### config.mk
export PLATFORM = sky130hd
export DESIGN_NAME = awc_top
export DESIGN_NICKNAME = d
export VERILOG_FILES = /design/src/core/awc_pkg.sv /design/src/core/awc_axis.sv /design/src/core/awc_top.sv
export SDC_FILE = /design/constraint.sdc
export NUM_CORES = 1
export LEC_CHECK = 0
export ABC_AREA = 0
export BUFFER_PORTS_ARGS = -buffer_cell sky130_fd_sc_hd__buf_2
export CORE_ASPECT_RATIO = 0.75
export CORE_UTILIZATION = 60
export DETAILED_ROUTE_END_ITERATION = 7
export PLACE_DENSITY = 0.89
export SETUP_SLACK_MARGIN = 0.5
export SYNTH_ARGS = -nofsm -noshare
export SYNTH_HDL_FRONTEND = slang
export SYNTH_SLANG_ARGS = --single-unit
### constraint.sdc
create_clock -name clk_i -period 9.4 [get_ports clk_i]
set_clock_uncertainty 0.05 [all_clocks]
set_input_delay 0 -clock clk_i [delete_from_list [all_inputs] [get_ports clk_i]]
set_output_delay 0 -clock clk_i [all_outputs]
set_load 0.02 [all_outputs]
### src/core/awc_pkg.sv
// Package holding offsets, field positions, reset values and codes of the activity watch block.
package awc_pkg;

   // Sample width and bus word width.
   localparam int          AWC_SW  = 12;
   localparam int          AWC_DW  = 32;

   // Register indices; the byte address is four times the index.
   localparam logic [7:0]  AWC_IDX_RATE = 8'h12;
   localparam logic [7:0]  AWC_IDX_THR  = 8'h13;
   localparam logic [7:0]  AWC_IDX_CFG  = 8'h14;
   localparam logic [7:0]  AWC_IDX_WCTL = 8'h20;
   localparam logic [7:0]  AWC_IDX_STAT = 8'h21;
   localparam logic [7:0]  AWC_IDX_CLR  = 8'h22;
   localparam logic [7:0]  AWC_IDX_IEN  = 8'h23;

   // Field positions.
   localparam int          AWC_RATE_STB_LSB = 5;
   localparam int          AWC_RATE_RSV_BIT = 4;
   localparam int          AWC_THR_REF_BIT  = 7;
   localparam int          AWC_THR_AO_BIT   = 6;
   localparam int          AWC_WCTL_AX_LSB  = 1;
   localparam int          AWC_ST_WAKE      = 0;
   localparam int          AWC_ST_AX_LSB    = 1;

   // Values after reset, and the saturation value of the hit count.
   localparam logic [2:0]  AWC_RST_STB  = 3'h0;
   localparam logic [3:0]  AWC_RST_SMP  = 4'h0;
   localparam logic [5:0]  AWC_RST_SHD  = 6'h00;
   localparam logic [2:0]  AWC_RST_SEL  = 3'h0;
   localparam logic [2:0]  AWC_RST_AXEN = 3'h7;
   localparam logic [3:0]  AWC_RST_STAT = 4'h0;
   localparam logic [5:0]  AWC_HITS_MAX = 6'h3f;

   // Shadow selector codes.
   localparam logic [2:0]  AWC_SEL_NONE = 3'h0;
   localparam logic [2:0]  AWC_SEL_LIMX = 3'h1;
   localparam logic [2:0]  AWC_SEL_GAP  = 3'h4;
   localparam logic [2:0]  AWC_SEL_CNTX = 3'h5;

endpackage

### src/core/awc_axis.sv
// One axis of the watch logic: delta, threshold compare and detection count.
`timescale 1ns/1ps
module awc_axis
   import awc_pkg::*;
(
   // Clock and reset
   input  wire logic                      clk_i,
   input  wire logic                      rst_i,
   // Sample stream
   input  wire logic signed [AWC_SW-1:0]  sample_i,
   input  wire logic                      sample_valid_i,
   // Configuration
   input  wire logic                      active_i,
   input  wire logic                      ref_base_i,
   input  wire logic [5:0]                limit_i,
   input  wire logic [5:0]                count_i,
   // Result
   output logic                           met_o
);

   typedef struct packed {
      logic signed [AWC_SW-1:0] prev;
      logic signed [AWC_SW-1:0] base;
      logic                     have_prev;
      logic                     have_base;
      logic [5:0]               hits;
      logic                     met;
   } awc_ax_t;

   awc_ax_t q_r;
   awc_ax_t q_nxt;
   logic signed [AWC_SW-1:0] ref_smp;
   logic signed [AWC_SW:0]   diff;
   logic [AWC_SW:0]          delta;
   logic                     have_ref;
   logic                     exceed;

   always_comb
   begin
      ref_smp  = ref_base_i ? q_r.base : q_r.prev;
      // Both sides are sign-extended first, so the difference never wraps.
      diff     = (AWC_SW+1)'(sample_i) - (AWC_SW+1)'(ref_smp);
      delta    = diff[AWC_SW] ? $unsigned(-diff) : $unsigned(diff);
      have_ref = ref_base_i ? q_r.have_base : q_r.have_prev;
      exceed   = have_ref && (delta > {{(AWC_SW-5){1'b0}}, limit_i});
   end

   always_comb
   begin
      q_nxt     = q_r;
      q_nxt.met = 1'b0;
      if (!active_i)
      begin
         q_nxt.have_prev = 1'b0;
         q_nxt.have_base = 1'b0;
         q_nxt.hits      = 6'h00;
      end
      else if (sample_valid_i)
      begin
         q_nxt.prev      = sample_i;
         q_nxt.have_prev = 1'b1;
         if (!q_r.have_base)
         begin
            q_nxt.base      = sample_i;
            q_nxt.have_base = 1'b1;
         end
         if (exceed)
         begin
            q_nxt.hits = (q_r.hits == AWC_HITS_MAX) ? q_r.hits : q_r.hits + 6'h01;
            q_nxt.met  = (q_nxt.hits > count_i);
         end
         else
         begin
            q_nxt.hits = 6'h00;
         end
      end
   end

   always_ff @(posedge clk_i)
   begin
      if (rst_i)
         q_r <= '0;
      else
         q_r <= q_nxt;
   end

   assign met_o = q_r.met;
endmodule // awc_axis

### src/core/awc_top.sv
// Activity watch configuration, shadow thresholds, wake decision and Wishbone slave.
// Operation
// - Bits seven to five select one of eight standby clock rates, 000 slowest.
// - Each axis delta is compared with its threshold; above means axis wake.
// - Separate axis thresholds; optional count demands several detections first.
// - Six shadow registers reached through threshold window, chosen by selector.
// - Axis wake flags combine by AND or OR into the wake event.
// - Previous mode subtracts the preceding sample.
// - Baseline mode subtracts the first sample after entering watch mode.
// - Threshold register: reference bit seven, AND/OR bit six, window five to zero.
// - Code 000 addresses nothing; 001 the X threshold, 0 to 63.
// - Codes 010 and 011 address the Y and Z thresholds.
// - Codes 101 to 111 address X, Y, Z counts, stored minus one.
// - AND/OR zero: any active axis wakes; one: all active axes.
// - Reference select zero uses previous sample, one uses baseline.
//
// Added by the designer: the Wishbone register port.
`timescale 1ns/1ps
module awc_top
   import awc_pkg::*;
(
   // Clock and reset
   input  wire logic                      clk_i,
   input  wire logic                      rst_i,
   // Wishbone slave
   input  wire logic                      wb_cyc_i,
   input  wire logic                      wb_stb_i,
   input  wire logic                      wb_we_i,
   input  wire logic [9:0]                wb_adr_i,
   input  wire logic [3:0]                wb_sel_i,
   input  wire logic [AWC_DW-1:0]         wb_dat_i,
   output logic [AWC_DW-1:0]              wb_dat_o,
   output logic                           wb_ack_o,
   // Axis samples from the converter
   input  wire logic signed [AWC_SW-1:0]  x_sample_i,
   input  wire logic signed [AWC_SW-1:0]  y_sample_i,
   input  wire logic signed [AWC_SW-1:0]  z_sample_i,
   input  wire logic                      sample_valid_i,
   // Rate selections to the clock generator
   output logic [2:0]                     standby_clock_rate_o,
   output logic [3:0]                     watch_sample_rate_o,
   // Wake event and interrupt
   output logic                           wake_o,
   output logic                           irq_o
);

   typedef struct packed {
      logic              ack;
      logic [AWC_DW-1:0] dat;
      logic [2:0]        standby_clock_rate;
      logic [3:0]        smp_rate;
      logic              ref_base;
      logic              and_mode;
      logic [2:0]        sel;
      logic [2:0][5:0]   lim;
      logic [2:0][5:0]   cnt;
      logic              watch_en;
      logic [2:0]        axis_en;
      logic [3:0]        stat;
      logic [3:0]        ien;
      logic              wake;
   } awc_state_t;

   awc_state_t q_r;
   awc_state_t q_nxt;

   logic [7:0]                         idx;
   logic                               req;
   logic                               wr;
   logic [1:0]                         shd_idx;
   logic                               shd_none;
   logic [5:0]                         shd_rd;
   logic [2:0]                         met;
   logic [2:0]                         act;
   logic                               any_met;
   logic                               all_met;
   logic                               wake_ev;
   logic [2:0][AWC_SW-1:0]             smp;

   assign smp = {z_sample_i, y_sample_i, x_sample_i};

   // Bus decode; the write lands at the edge where the master sees ack.
   assign idx = wb_adr_i[9:2];
   assign req = wb_cyc_i && wb_stb_i;
   assign wr  = req && wb_we_i && q_r.ack && wb_sel_i[0];

   assign shd_idx  = q_r.sel[1:0] - 2'h1;
   assign shd_none = (q_r.sel[1:0] == 2'h0);

   always_comb
   begin
      shd_rd = 6'h00;
      if (!shd_none)
         shd_rd = q_r.sel[2] ? q_r.cnt[shd_idx] : q_r.lim[shd_idx];
   end

   genvar g;
   generate
      for (g = 0; g < 3; g++)
      begin : g_axis
         awc_axis u_axis (
            .clk_i          (clk_i),
            .rst_i          (rst_i),
            .sample_i       (smp[g]),
            .sample_valid_i (sample_valid_i),
            .active_i       (act[g]),
            .ref_base_i     (q_r.ref_base),
            .limit_i        (q_r.lim[g]),
            .count_i        (q_r.cnt[g]),
            .met_o          (met[g])
         );
      end
   endgenerate

   assign act = q_r.axis_en & {3{q_r.watch_en}};

   always_comb
   begin
      any_met = |(met & act);
      all_met = (act != 3'h0) && ((met | ~act) == 3'h7);
      // OR by default, AND on select
      wake_ev = q_r.and_mode ? all_met : any_met;
   end

   always_comb
   begin
      q_nxt      = q_r;
      q_nxt.wake = wake_ev;
      // Ack for one cycle, then drop so a held request is not answered twice.
      q_nxt.ack  = req && !q_r.ack;
      if (req && !q_r.ack)
      begin
         q_nxt.dat = '0;
         case (idx)
            AWC_IDX_RATE:
               q_nxt.dat[7:0] = {q_r.standby_clock_rate, 1'b0, q_r.smp_rate};
            AWC_IDX_THR:
               q_nxt.dat[7:0] = {q_r.ref_base, q_r.and_mode, shd_rd};
            AWC_IDX_CFG:
               q_nxt.dat[2:0] = q_r.sel;
            AWC_IDX_WCTL:
               q_nxt.dat[3:0] = {q_r.axis_en, q_r.watch_en};
            AWC_IDX_STAT:
               q_nxt.dat[3:0] = q_r.stat;
            AWC_IDX_IEN:
               q_nxt.dat[3:0] = q_r.ien;
            default:
               q_nxt.dat = '0;
         endcase
      end
      if (wr)
      begin
         case (idx)
            AWC_IDX_RATE:
            begin
               q_nxt.standby_clock_rate = wb_dat_i[AWC_RATE_STB_LSB +: 3];
               q_nxt.smp_rate = wb_dat_i[3:0];
            end
            AWC_IDX_THR:
            begin
               q_nxt.ref_base = wb_dat_i[AWC_THR_REF_BIT];
               q_nxt.and_mode = wb_dat_i[AWC_THR_AO_BIT];
               if (!shd_none)
               begin
                  if (q_r.sel[2])
                     q_nxt.cnt[shd_idx] = wb_dat_i[5:0];
                  else
                     q_nxt.lim[shd_idx] = wb_dat_i[5:0];
               end
            end
            AWC_IDX_CFG:
               q_nxt.sel = wb_dat_i[2:0];
            AWC_IDX_WCTL:
            begin
               q_nxt.watch_en = wb_dat_i[0];
               q_nxt.axis_en  = wb_dat_i[AWC_WCTL_AX_LSB +: 3];
            end
            AWC_IDX_IEN:
               q_nxt.ien = wb_dat_i[3:0];
            default:
               q_nxt.ien = q_r.ien;
         endcase
      end
      // Events are applied after the clear so a same-cycle event survives.
      if (wr && idx == AWC_IDX_CLR)
         q_nxt.stat = q_r.stat & ~wb_dat_i[3:0];
      q_nxt.stat[AWC_ST_AX_LSB +: 3] = q_nxt.stat[AWC_ST_AX_LSB +: 3] | (met & act);
      q_nxt.stat[AWC_ST_WAKE]        = q_nxt.stat[AWC_ST_WAKE] | wake_ev;
   end

   always_ff @(posedge clk_i)
   begin
      if (rst_i)
      begin
         q_r          <= '0;
         q_r.standby_clock_rate <= AWC_RST_STB;
         q_r.smp_rate <= AWC_RST_SMP;
         q_r.sel      <= AWC_RST_SEL;
         q_r.lim      <= {3{AWC_RST_SHD}};
         q_r.cnt      <= {3{AWC_RST_SHD}};
         q_r.axis_en  <= AWC_RST_AXEN;
         q_r.stat     <= AWC_RST_STAT;
      end
      else
      begin
         q_r <= q_nxt;
      end
   end

   assign wb_ack_o             = q_r.ack;
   assign wb_dat_o             = q_r.dat;
   assign standby_clock_rate_o = q_r.standby_clock_rate;
   assign watch_sample_rate_o  = q_r.smp_rate;
   assign wake_o               = q_r.wake;
   // The level stays up until software clears every enabled cause.
   assign irq_o                = |(q_r.stat & q_r.ien);

   // Each axis slot of the window must reach its own threshold or count only.
   genvar a;
   generate
      for (a = 0; a < 3; a++)
      begin : g_axis_chk

      end
   endgenerate
endmodule // awc_top

# Yosys cells after proc, flatten, opt, wreduce, memory -nomap -nowiden
# Cells that the tools add are included.
[word_totals] n_memories=0 mem_bits_ro=0 word_cells=145 register_bits=166 output_inout_bits=42 inputBits=88 ram_bits=0 latchBits=0
[classes] n_div=0 multipliers=0 n_bitwise=21 reduce_logical=35 n_shift=0 order_cmp=8 eq_ne=11 mux=27 addsub=10
[op_table] cell="$mux 6" count=11
[op_table] cell="$gt 13x6->1" count=3
[op_table] cell="$mux 13" count=3
[op_table] cell="$neg 13->13" count=3
[op_table] cell="$sub 12x12->13" count=3
[op_table] cell="$bwmux 18" count=2
[op_table] cell="$mux 12" count=3
[op_table] cell="$eq 8x6->1 const B" count=4
[op_table] cell="$bmux 6 s2" count=2
[op_table] cell="$eq 8x5->1 const B" count=3
[op_table] cell="$add 6x1->6 const B" count=3
[op_table] cell="$eq 6x6->1 const B" count=3
[op_table] cell="$gt 6x6->1" count=3
[op_table] cell="$pmux 3 s6" count=1
[op_table] cell="$reduce_and 2->1" count=8
[op_table] cell="$reduce_or 4->1" count=4
[op_table] cell="$demux 6 s2" count=1
[op_table] cell="$not 1->1" count=12
[op_table] cell="$logic_and 1x1->1" count=11
[op_table] cell="$reduce_and 3->1" count=3
[op_table] cell="$and 4x4->4" count=2
[op_table] cell="$pmux 4 s2" count=1
[op_table] cell="$reduce_and 4->1" count=2
[op_table] cell="$and 3x3->3" count=2
[op_table] cell="other kinds (16)" count=19

# Longest topological paths before layout
# Gate-level depths: netlist of run 1.
[logic_depth] depth_word=8 mapped_depth=22 ltp_nobuf=21

# By module
# From an unflattened synthesis of run 1, not the netlist that was laid out.
[hier_totals] hier_cells=1390 area_unflattened_um2=11377.2
[by_module_without_submodules] mod="awc_axis (g_axis[0].u_axis ...)" cells_per_inst=336 seq_area_each_um2=640.6 instances=2 area_each_um2=2567.5
[by_module_without_submodules] mod="awc_top" cells_per_inst=401 seq_area_each_um2=1401.3 instances=1 area_each_um2=3733.6
[by_module_without_submodules] mod="awc_axis (g_axis[1].u_axis)" cells_per_inst=317 seq_area_each_um2=640.6 instances=1 area_each_um2=2508.7

# Least setup slack after synthesis of run 1
# No wires, ideal clock.
[synth_path] kind="register to register" start="register q_r[53] in the netlist's numbering" end="register g_axis[2].u_axis.q_r[3] in the netlist's numbering" path_buffers=2 arrival_time_ns=4.683 slack_ns=4.550 stages_incl_launch_ff=20 synth_period_minus_slack_ns=4.850 setup_ns=0.117 required_time_ns=9.233 path_cell_list="dfxtp_1 clkbuf_1 buf_1 mux2i_1 fa_1 a211oi_2 nor3_1 o31ai_1 a22o_1 nand2_1 o21ai_0 ha_1 nor2b_1 o21a_1 o21ai_0 a21oi_1 o22ai_1 nand3_1 or4_1 a32o_1"
[synth_between] elab_chain_len=7
[synth_rtl] item="start, declared" line="awc_top.sv:64" source="awc_state_t q_r;"
[synth_rtl] item="start signal, assigned" line="awc_top.sv:206" source="q_r <= q_nxt;"
[synth_rtl] item="$mux 12 (*)" line="awc_axis.sv:40" source="ref_smp = ref_base_i ? q_r.base : q_r.prev;"
[synth_rtl] item="$sub 12x12->13 (*)" line="awc_axis.sv:42" source="diff = (AWC_SW+1)'(sample_i) - (AWC_SW+1)'(ref_smp);"
[synth_rtl] item="$neg 13->13" line="awc_axis.sv:43" source="delta = diff[AWC_SW] ? $unsigned(-diff) : $unsigned(diff);"
[synth_rtl] item="$mux 13 (*)" line="awc_axis.sv:43"
[synth_rtl] item="$gt 13x6->1 (*)" line="awc_axis.sv:45" source="exceed = have_ref && (delta > {{(AWC_SW-5){1'b0}}, limit_i});"
[synth_rtl] item="$logic_and 1x1->1 (*)" line="awc_axis.sv:45"
[synth_rtl] item="$mux 6 (*)" line="awc_axis.sv:67" source="if (exceed)"
[synth_rtl] item="end signal, assigned" line="awc_axis.sv:84" source="q_r <= q_nxt;"
[synth_rtl] item="end, declared" line="awc_axis.sv:30" source="awc_ax_t q_r;"
# Mark *: on every way between the ends. The rest lies on a longest branch, timed or not.
# A chain may end at the register's enable or synchronous reset.

# Worst setup path in the final report of run 1
[layout_path] start="register q_r[53] in the netlist's numbering" end="register g_axis[0].u_axis.q_r[2] in the netlist's numbering"
[layout_between] elab_chain_len=7
[layout_rtl] item="$mux 12 (*)" line="awc_axis.sv:40"
[layout_rtl] item="$sub 12x12->13 (*)" line="awc_axis.sv:42"
[layout_rtl] item="$neg 13->13" line="awc_axis.sv:43"
[layout_rtl] item="$mux 13 (*)" line="awc_axis.sv:43"
[layout_rtl] item="$gt 13x6->1 (*)" line="awc_axis.sv:45"
[layout_rtl] item="$logic_and 1x1->1 (*)" line="awc_axis.sv:45"
[layout_rtl] item="$mux 6 (*)" line="awc_axis.sv:67"
[layout_rtl] item="end signal, assigned" line="awc_axis.sv:84"
[layout_rtl] item="end, declared" line="awc_axis.sv:30"
# Marks and branches as above.

==> summary by stage, run 1 <==
Critical path
Of all nets on the critical path, the largest fanout is 36. For the worst setup path, the data arrival time is 5.77 ns. The required time reported for the critical path endpoint is 9.67 ns. The launch point of the worst reg-to-reg path is q_r[53]. Across all register-to-register paths, the minimum setup slack is 3.91 ns.

The worst register-to-register path ends at g_axis[0].u_axis.q_r[2]. The kind of start point of the critical path is a flop. The kind of capture point of the worst setup path is a flop. The category of the critical setup timing path is reg -> reg. The cell depth of the worst flop-to-flop path is 20.

Drt
The via count is approximately 10000. The per-cell routed wire length is 16.8 um. For this run, design rule violations remaining after detail routing come to 0. Summed over all layers, the routed wires come to 27800 um.

The count of nets left with antenna violations once routing finished came out at 0. The iteration count of the initial detailed-routing pass is 6. In this run, the number of DRC markers left after iteration 0 of detailed routing was 1193. The per-cell via count in the routed design is 6.08.

Clocking
The number of buffers created by CTS is 17. The clock tree from TritonCTS is built. Once the clock tree was built, the resizer swapped 0 gates to a different size.

The clock net in this run drives a total of 166 sinks. The H-tree depth reported by CTS is 4. The maximum clock path buffer count is 2. The clock reaches the later pin of the worst-skew pair after 0.44 ns.

The cell at the root of the clock tree is sky130_fd_sc_hd__clkbuf_16. The clock slew seen by the registers of the worst setup and hold paths is 0.07 ns. The hold buffer count at cts is a little over 50. The number of post-CTS setup repair buffers is 0.

Synth
The mapped netlist covers 10700 sq um. Sorting the synthesized cells by area gives the leading types as sky130_fd_sc_hd__dfxtp_1 31%, sky130_fd_sc_hd__ha_1 10%, sky130_fd_sc_hd__nand2_1 8.3%. The part of the Yosys area used for sequential elements is a little under a third. The fraction of synthesized cell area taken by the top area cell type is 31.1%. The count of flip-flops with a built-in enable after synthesis is 0.

The cell taking the most area after synthesis is sky130_fd_sc_hd__dfxtp_1. The distinct cell type count of the synthesized netlist is 72. In this run, synthesis produced a sequential element count of roughly 170. The share of flip-flops with an asynchronous set or reset after synthesis is 0%. The number of warnings reported in the yosys synthesis log is 0.

The predominant post-synthesis flop cell is sky130_fd_sc_hd__dfxtp_1. Counting every instance in the synthesized netlist gives 1328. In this run the mean area of a mapped cell was ~8 sq um.

Timing
The remaining max-slew budget at the tightest pin is 26.9%. The aggregate negative setup slack is 0 ns. The final critical path takes up between 50 and 60% of the cycle. The number of max-slew violations in the final report is 0. The final hold violation count was 0. For this run, the top clock speed supported by timing is approximately 180 MHz. The worst hold margin is 0.0275 ns. For the pin with the worst max-slew slack, the measured transition is 1.09 ns. Setup violations remaining at the end of the flow were counted as 0.

Setup repair after global routing left no endpoint under its margin. The shortest period the worst path allows is 5.49 ns. Setup slack closes at 3.91 ns.

Finish
The net count of the finished layout is about 1600. Leaving out fill and tap cells, the most frequent cell in the layout is sky130_fd_sc_hd__nand2_1. In the layout the commonest cells are 237 x sky130_fd_sc_hd__nand2_1, 165 x sky130_fd_sc_hd__dfxtp_1, 129 x sky130_fd_sc_hd__a21oi_1, 88 x sky130_fd_sc_hd__nor2_1, 85 x sky130_fd_sc_hd__ha_1. The number of antenna diodes in the final layout is 0. The post-route netlist has 10.2% of its cells at a drive strength greater than 1. The area growth from synthesis to layout is 13.1%.

Min path
In this run the most critical hold path is launched from wb_adr_i[4]. Along the worst hold path, the cell count comes to 4. The min-delay analysis places its worst path in the category in -> reg.

The end of the worst hold path is wb_dat_o[1].

Placement
The worst setup timing slack at the placement stage is 3.96 ns. Input and output buffers added on the ports amount to between 70 and 80. The half-perimeter wire length after placement is 18600 um. The global placement routability congestion is around 0.89.

Global routing
The number of global-route vias before repair is ~9500. The first global-routing pass estimated 45600 um of wire. For this run, the total global-route usage over all layers was measured as 30.6%.

Entering global routing, the biggest net connects 95 pins. The number of antenna violations at the first check in global routing is 0. For this run the aggregate overflow at the end of global routing stands at 0.

Floorplan
The area of the core region is 17100 sq um. From left edge to right edge, the die measures approximately 160 um. The die covers between 15000 and 20000 sq um.

The boundary pin count is 130. After floorplanning, the core was divided into 41 placement rows. The initial utilization of the core area, before any placement, comes to 62.3%. From bottom edge to top edge, the die measures around 120 um.

Power and ir drop
The post-layout total power is 0.00164 W. Dividing total power by cell area gives a power density of between 100 and 150 nW/um^2. The largest voltage drop on the vdd net is 0.109 mV. In this run the static leakage power is roughly 4.7 nW.

Run status
The run finished with clean final reports.

Job
The number of maximum-capacitance constraint violations is 0.
## report_power, final
group / leakage [nW] / switching, W / total, W / internal (W)
clock network: 0.284 / 0.000314 / 0.000720 / 0.000406
registers: 1.34 / 0.00000103 / 0.000706 / 0.000705
logic: 3.06 / 0.000127 / 0.000216 / 0.0000894
## cells in the mapped netlist (all sizes together) (10+ instances only)
| cell type | n |
|---|---|
| ha | 85 |
| a21oi | 130 |
| xnor2 | 28 |
| nand2b | 12 |
| a22o | 10 |
| xor2 | 14 |
| a21o | 13 |
| dfxtp | 166 |
| a31oi | 10 |
| inv | 56 |
| o21a | 17 |
| mux2i | 79 |
| nor2b | 13 |
| o21ai | 36 |
| nor3 | 26 |
| clkbuf | 52 |
| and3 | 16 |
| nand2 | 237 |
| nor2 | 88 |
| buf | 45 |
| nand3 | 46 |
## worst max-delay path: stages, from the launching register on
cell and delay [ns]:
sky130_fd_sc_hd__dfxtp_2 0.34, sky130_fd_sc_hd__buf_4 0.53, sky130_fd_sc_hd__mux2_2 0.28, sky130_fd_sc_hd__ha_1 0.16
sky130_fd_sc_hd__inv_1 0.05, sky130_fd_sc_hd__fa_1 0.41, sky130_fd_sc_hd__a21o_1 0.19, sky130_fd_sc_hd__nand4_1 0.14
sky130_fd_sc_hd__nand3_1 0.12, sky130_fd_sc_hd__a22oi_1 0.46, sky130_fd_sc_hd__nand2_1 0.15, sky130_fd_sc_hd__xnor2_1 0.16
sky130_fd_sc_hd__ha_1 0.30, sky130_fd_sc_hd__a21o_1 0.19, sky130_fd_sc_hd__a21oi_1 0.15, sky130_fd_sc_hd__a31o_2 0.19
sky130_fd_sc_hd__nand3b_1 0.07, sky130_fd_sc_hd__or4b_1 0.50, sky130_fd_sc_hd__nor3_1 0.41, sky130_fd_sc_hd__nor2_1 0.20
sky130_fd_sc_hd__a22o_1 0.27
## worst max path at each step
stage,to,start,depth (start not counted)
3_3_place_gp,g_axis[0].u_axis.q_r[6],q_r[53],20
4_1_cts,g_axis[0].u_axis.q_r[2],q_r[53],20
3_5_place_dp,g_axis[0].u_axis.q_r[2],q_r[53],20
5_1_grt,g_axis[2].u_axis.q_r[1],q_r[53],21
2_1_floorplan,g_axis[2].u_axis.q_r[3],q_r[53],19
6_report,g_axis[0].u_axis.q_r[2],q_r[53],20
## flip-flops by register name, indices dropped and copies added, names as in the netlist
register	flops
wake_o	1
wb_ack_o	1
standby_clock_rate_o	3
g_axis.u_axis.q_r	93
wb_dat_o	8
g_axis.u_axis.met_o	3
q_r	53
watch_sample_rate_o	4
## logic make-up after synthesis
family	synth area share, %
AOI/OAI and AO/OA	17.6
xor gates and xnor gates	3.44
adders and majority gates	10.5
buffers and inverters	6.79
DFF	31.1
muxes	9.62
other	0.0351
and+or+nand+nor	20.9
## per-layer routing
metal,vias to the layer above,global-route usage [%],wire [um]
met3,85,7.40,2470
li1,4782,-,-
met1,4695,39.4,11700
met5,-,0,0
met2,485,50.2,12900
met4,0,9.80,699
## layout make-up
cell class | count | area (sq um)
Tap cell | 236 | 295
Timing Repair Buffer | 131 | 923
Clock inverter | 14 | 165
Inverter | 57 | 214
Clock buffer | 18 | 439
Multi-Input combinational cell | 1031 | 6720
Fill cell | 1234 | 5050
Sequential cell | 166 | 3320
## metrics by stage
step / std cells / instance area (sq um) / utilization (%)
global placement: 1570 / 11000 / 64.0
CTS: 1653 / 12100 / 70.5
global route: 1653 / 12100 / 70.5
floorplan: 1351 / 10800 / -
detailed placement: 1570 / 11000 / 64.0
finish: 1653 / 12100 / 70.5
No activity file was read; power rests on OpenSTA's default activity.
==> run 2, diff against run 1 <==
CORE_UTILIZATION = 59   (was 60)
PLACE_DENSITY = 0.88   (was 0.89)
clock period = 5.4 ns   (was 9.4 ns; I/O delays follow)
==> run 2 against run 1 <==
  * Utilization fell by 1.2 points
  * Combinational power rose by 75%
  * Sequential share of layout area fell by 0.32 points
  * First-iteration DRC count fell by 26%
  * Design area rose by 1.3%
  * Sequential power rose by 74%
  * Clock power rose by 88%
  * Critical path type unchanged
==> summary by stage, run 2 (synthesis gave the netlist of run 1 again) <==
Critical path
The signal on the critical path passes through buf_4 > mux2i_1 > fa_1 > a211oi_4 > nor3_2 > o31ai_1 > a22o_2 > nand2_1 > o21ai_0 > ha_1 > nor2b_1 > o21a_1 > o21ai_0 > a21oi_1 > o22ai_1 > nand3_1 > or4_1 > a32o_1. The launch point of the worst reg-to-reg path is q_r[53]. The setup path with the least slack is of type reg -> reg. Data on the critical path is required at its endpoint by 5.68 ns. Grouping stages by cell kind, the critical path spends the most delay in compound AO/OA/AOI/OAI gates. For flop-to-flop paths, the worst setup slack is 0.71 ns. The kind of start point of the critical path is a flop. The largest individual stage delay along the critical path comes from the cell sky130_fd_sc_hd__or4_1. The kind of capture point of the worst setup path is a flop. By instance count, the cell type seen most on the critical path is sky130_fd_sc_hd__o21ai_0. The arrival time of the worst setup path is 4.96 ns.

The total buffers and inverters traversed by the critical path is 1. Along the worst path, the maximum fanout reaches 9. The largest stage delay on the critical path is 0.61 ns. The worst register-to-register path has a depth of 18.

In this run the critical register-to-register path is captured at g_axis[2].u_axis.q_r[5].

Drt
The final antenna-violating net count is 0. The iteration count of the initial detailed-routing pass is 5. The per-cell routed wire length is 16.9 um. The residual DRC count is 0. The routed layout has 10122 vias. In the routed layout, each cell is associated on average with a via count of 6.07. In this run, the number of DRC markers left after iteration 0 of detailed routing was 880. The routed wire length is 28200 um.

Finish
The net count of the finished layout is 1589. The register ranked first by flip-flop count is g_axis.u_axis.q_r. The top cell types in the final layout, fill and taps aside, are 237 x sky130_fd_sc_hd__nand2_1, 165 x sky130_fd_sc_hd__dfxtp_1, 129 x sky130_fd_sc_hd__a21oi_1, 88 x sky130_fd_sc_hd__nor2_1, 85 x sky130_fd_sc_hd__ha_1. The library cell used most frequently in the layout, excluding fill and tap cells, is sky130_fd_sc_hd__nand2_1. The relative area change from synthesis to final layout is 14.6%. The number of flip-flops in the largest register is 93.

Of the cells placed in the final design, the portion with a size suffix greater than 1 is between 10 and 15%. The final cell count without fillers is 1668. The number of filler cells placed in the layout is 1293. The area occupied by registers is 3330 sq um.

The total area of multi-input combinational cells is just under 7000 sq um. The number of diodes added for antenna fixing is 0.

Power and ir drop
The post-layout total power is between 0.002 and 0.003 W. IR analysis of the VDD net gives a maximum drop of 0.186 mV. The clock network is responsible for 45.6% of the overall power. Sequential cells account for 41.5% of the total power. Combinational logic burns 12.8% of the power. The leakage component of the power is 4.76 nW.

The design internal power is approximately 0.0022 W. Net switching is between 20 and 30% of the power. Summed over all nets, the switching power comes to 0.000750 W. For this design the ratio of total power to cell area is 242 nW/um^2.

Floorplan
The height of the die is 119 um. The die area is 18700 sq um. Pin placement for this block handled 130 I/O pins. After floorplanning, the core was sized to cover 17700 sq um. The initial utilization of the core area, before any placement, comes to 60.5%. From left edge to right edge, the die measures 157 um. The number of rows in the core area is 42.

Global routing
Entering global routing, the biggest net connects 78 pins. For this run the aggregate overflow at the end of global routing stands at 0. The wire length of the first global-routing pass is 45800 um.

The overall routing resource usage is 30.6%. The number of global-route vias before repair is 9815. The number of antenna violations at the first check in global routing is 0.

Timing
Dividing the final minimum period by the clock period gives ~87%. The shortest period the worst path allows is 4.69 ns. Setup violations remaining at the end of the flow were counted as 0. The maximum operating frequency is between 200 and 250 MHz.

Hold is met by 0.0378 ns. The remaining max-slew budget at the tightest pin is about two fifths. The actual slew at the worst max-slew pin is 0.922 ns. The number of max-slew violations in the final report is 0.

Setup repair after global routing left no endpoint under its margin. The final hold violation count is 0. After routing, the total negative slack on setup checks comes to 0 ns.

Clocking
Clock-pin slew was measured on the worst setup and hold paths at 0.07 ns. Buffers inserted during clock tree synthesis total 17. The root buffer cell chosen for the clock tree is sky130_fd_sc_hd__clkbuf_16. The clock sink count is roughly 170. The later pin in the worst-skew pair is clocked with a latency of 0.43 ns.

In this run the number of H-tree levels came out at 4. TritonCTS built the clock tree. The clock passes through at most 2 buffers.

Min path
The hold-critical path depth is 5. The worst hold path class is in -> reg. In this run the most critical hold path is launched from wb_stb_i.

For hold timing, the worst endpoint is wb_dat_o[4].

Job
Across the run, the number of max-cap violations was 0.

Placement
Including well taps, the total number of placed cells is 1580. The half-perimeter wire length after placement is 19300 um. Port buffering added 76 buffers. At the end of routability-driven placement, the weighted congestion stood at 0.918.

Run status
The run finished with clean final reports.
## run 2: changes by cell type in the layout (fill, tap and decap cells not counted), sizes merged
cell,change
clkinvlp,-1
inv,-3
clkbuf,-1
dlygate4sd3,-2
buf,+11
bufinv,+3
clkinv,+2
## run 2: metal layers
layer | GRT usage (%) | share of wire, % | up-vias
li1 | - | - | 4796
met1 | 37.8 | 41 | 4756
met2 | 51.4 | 48 | 465
met3 | 7.30 | 8.1 | 105
met4 | 11.3 | 3.1 | 0
met5 | 0 | 0 | -
## run 2: what timing repair did
item,4_1_cts,5_1_grt
setup endpoints to repair,16,20
hold endpoints to repair,131,0
hold buffers,49,0
resized for setup,1,7
buffers inserted,0,7
## run 2: power by group through the flow
stage / logic, W / registers [W] / clock network, W
6_report: 0.000379 / 0.00123 / 0.00135
5_1_grt: 0.000418 / 0.00123 / 0.00142
3_5_place_dp: 0.000337 / 0.00126 / 0
2_1_floorplan: 0.000265 / 0.00126 / 0
4_1_cts: 0.000368 / 0.00123 / 0.00135
3_3_place_gp: 0.000323 / 0.00126 / 0
## run 2: tightest hold or removal path, delay by kind of cell
kind / cells / cell delay (ns)
buf+inv: 1 / 0.09
simple gates: 3 / 0.32
compound gates: 1 / 0.06
## run 2: how the worst max path moves through the flow
stage,from,endpoint,slack [ns],cells after the start
2_1_floorplan,q_r[53],g_axis[2].u_axis.q_r[5],0.55,19
3_3_place_gp,q_r[53],g_axis[2].u_axis.q_r[5],0.53,18
3_5_place_dp,q_r[53],g_axis[2].u_axis.q_r[5],0.41,18
4_1_cts,q_r[53],g_axis[2].u_axis.q_r[5],0.52,18
5_1_grt,q_r[53],g_axis[2].u_axis.q_r[3],0.52,18
6_report,q_r[53],g_axis[2].u_axis.q_r[5],0.71,18
## run 2: area by class of cell
| type | count | share of cell area (%) |
|---|---|---|
| Multi-Input combinational cell | 1031 | 55.1 |
| Timing Repair Buffer | 140 | 8.12 |
| Tap cell | 242 | 2.47 |
| Clock buffer | 17 | 3.48 |
| Sequential cell | 166 | 27.2 |
| Clock inverter | 15 | 1.85 |
| Inverter | 57 | 1.75 |
## run 2: per-stage QoR
step	utilization, %	setup slack [ns]	cell area, sq um
6_report	69.3	0.713	12200
5_1_grt	69.3	0.516	12200
4_1_cts	68.8	0.524	12200
3_5_place_dp	62.3	0.414	11000
3_3_place_gp	62.3	0.526	11000
2_1_floorplan	-	0.550	10800
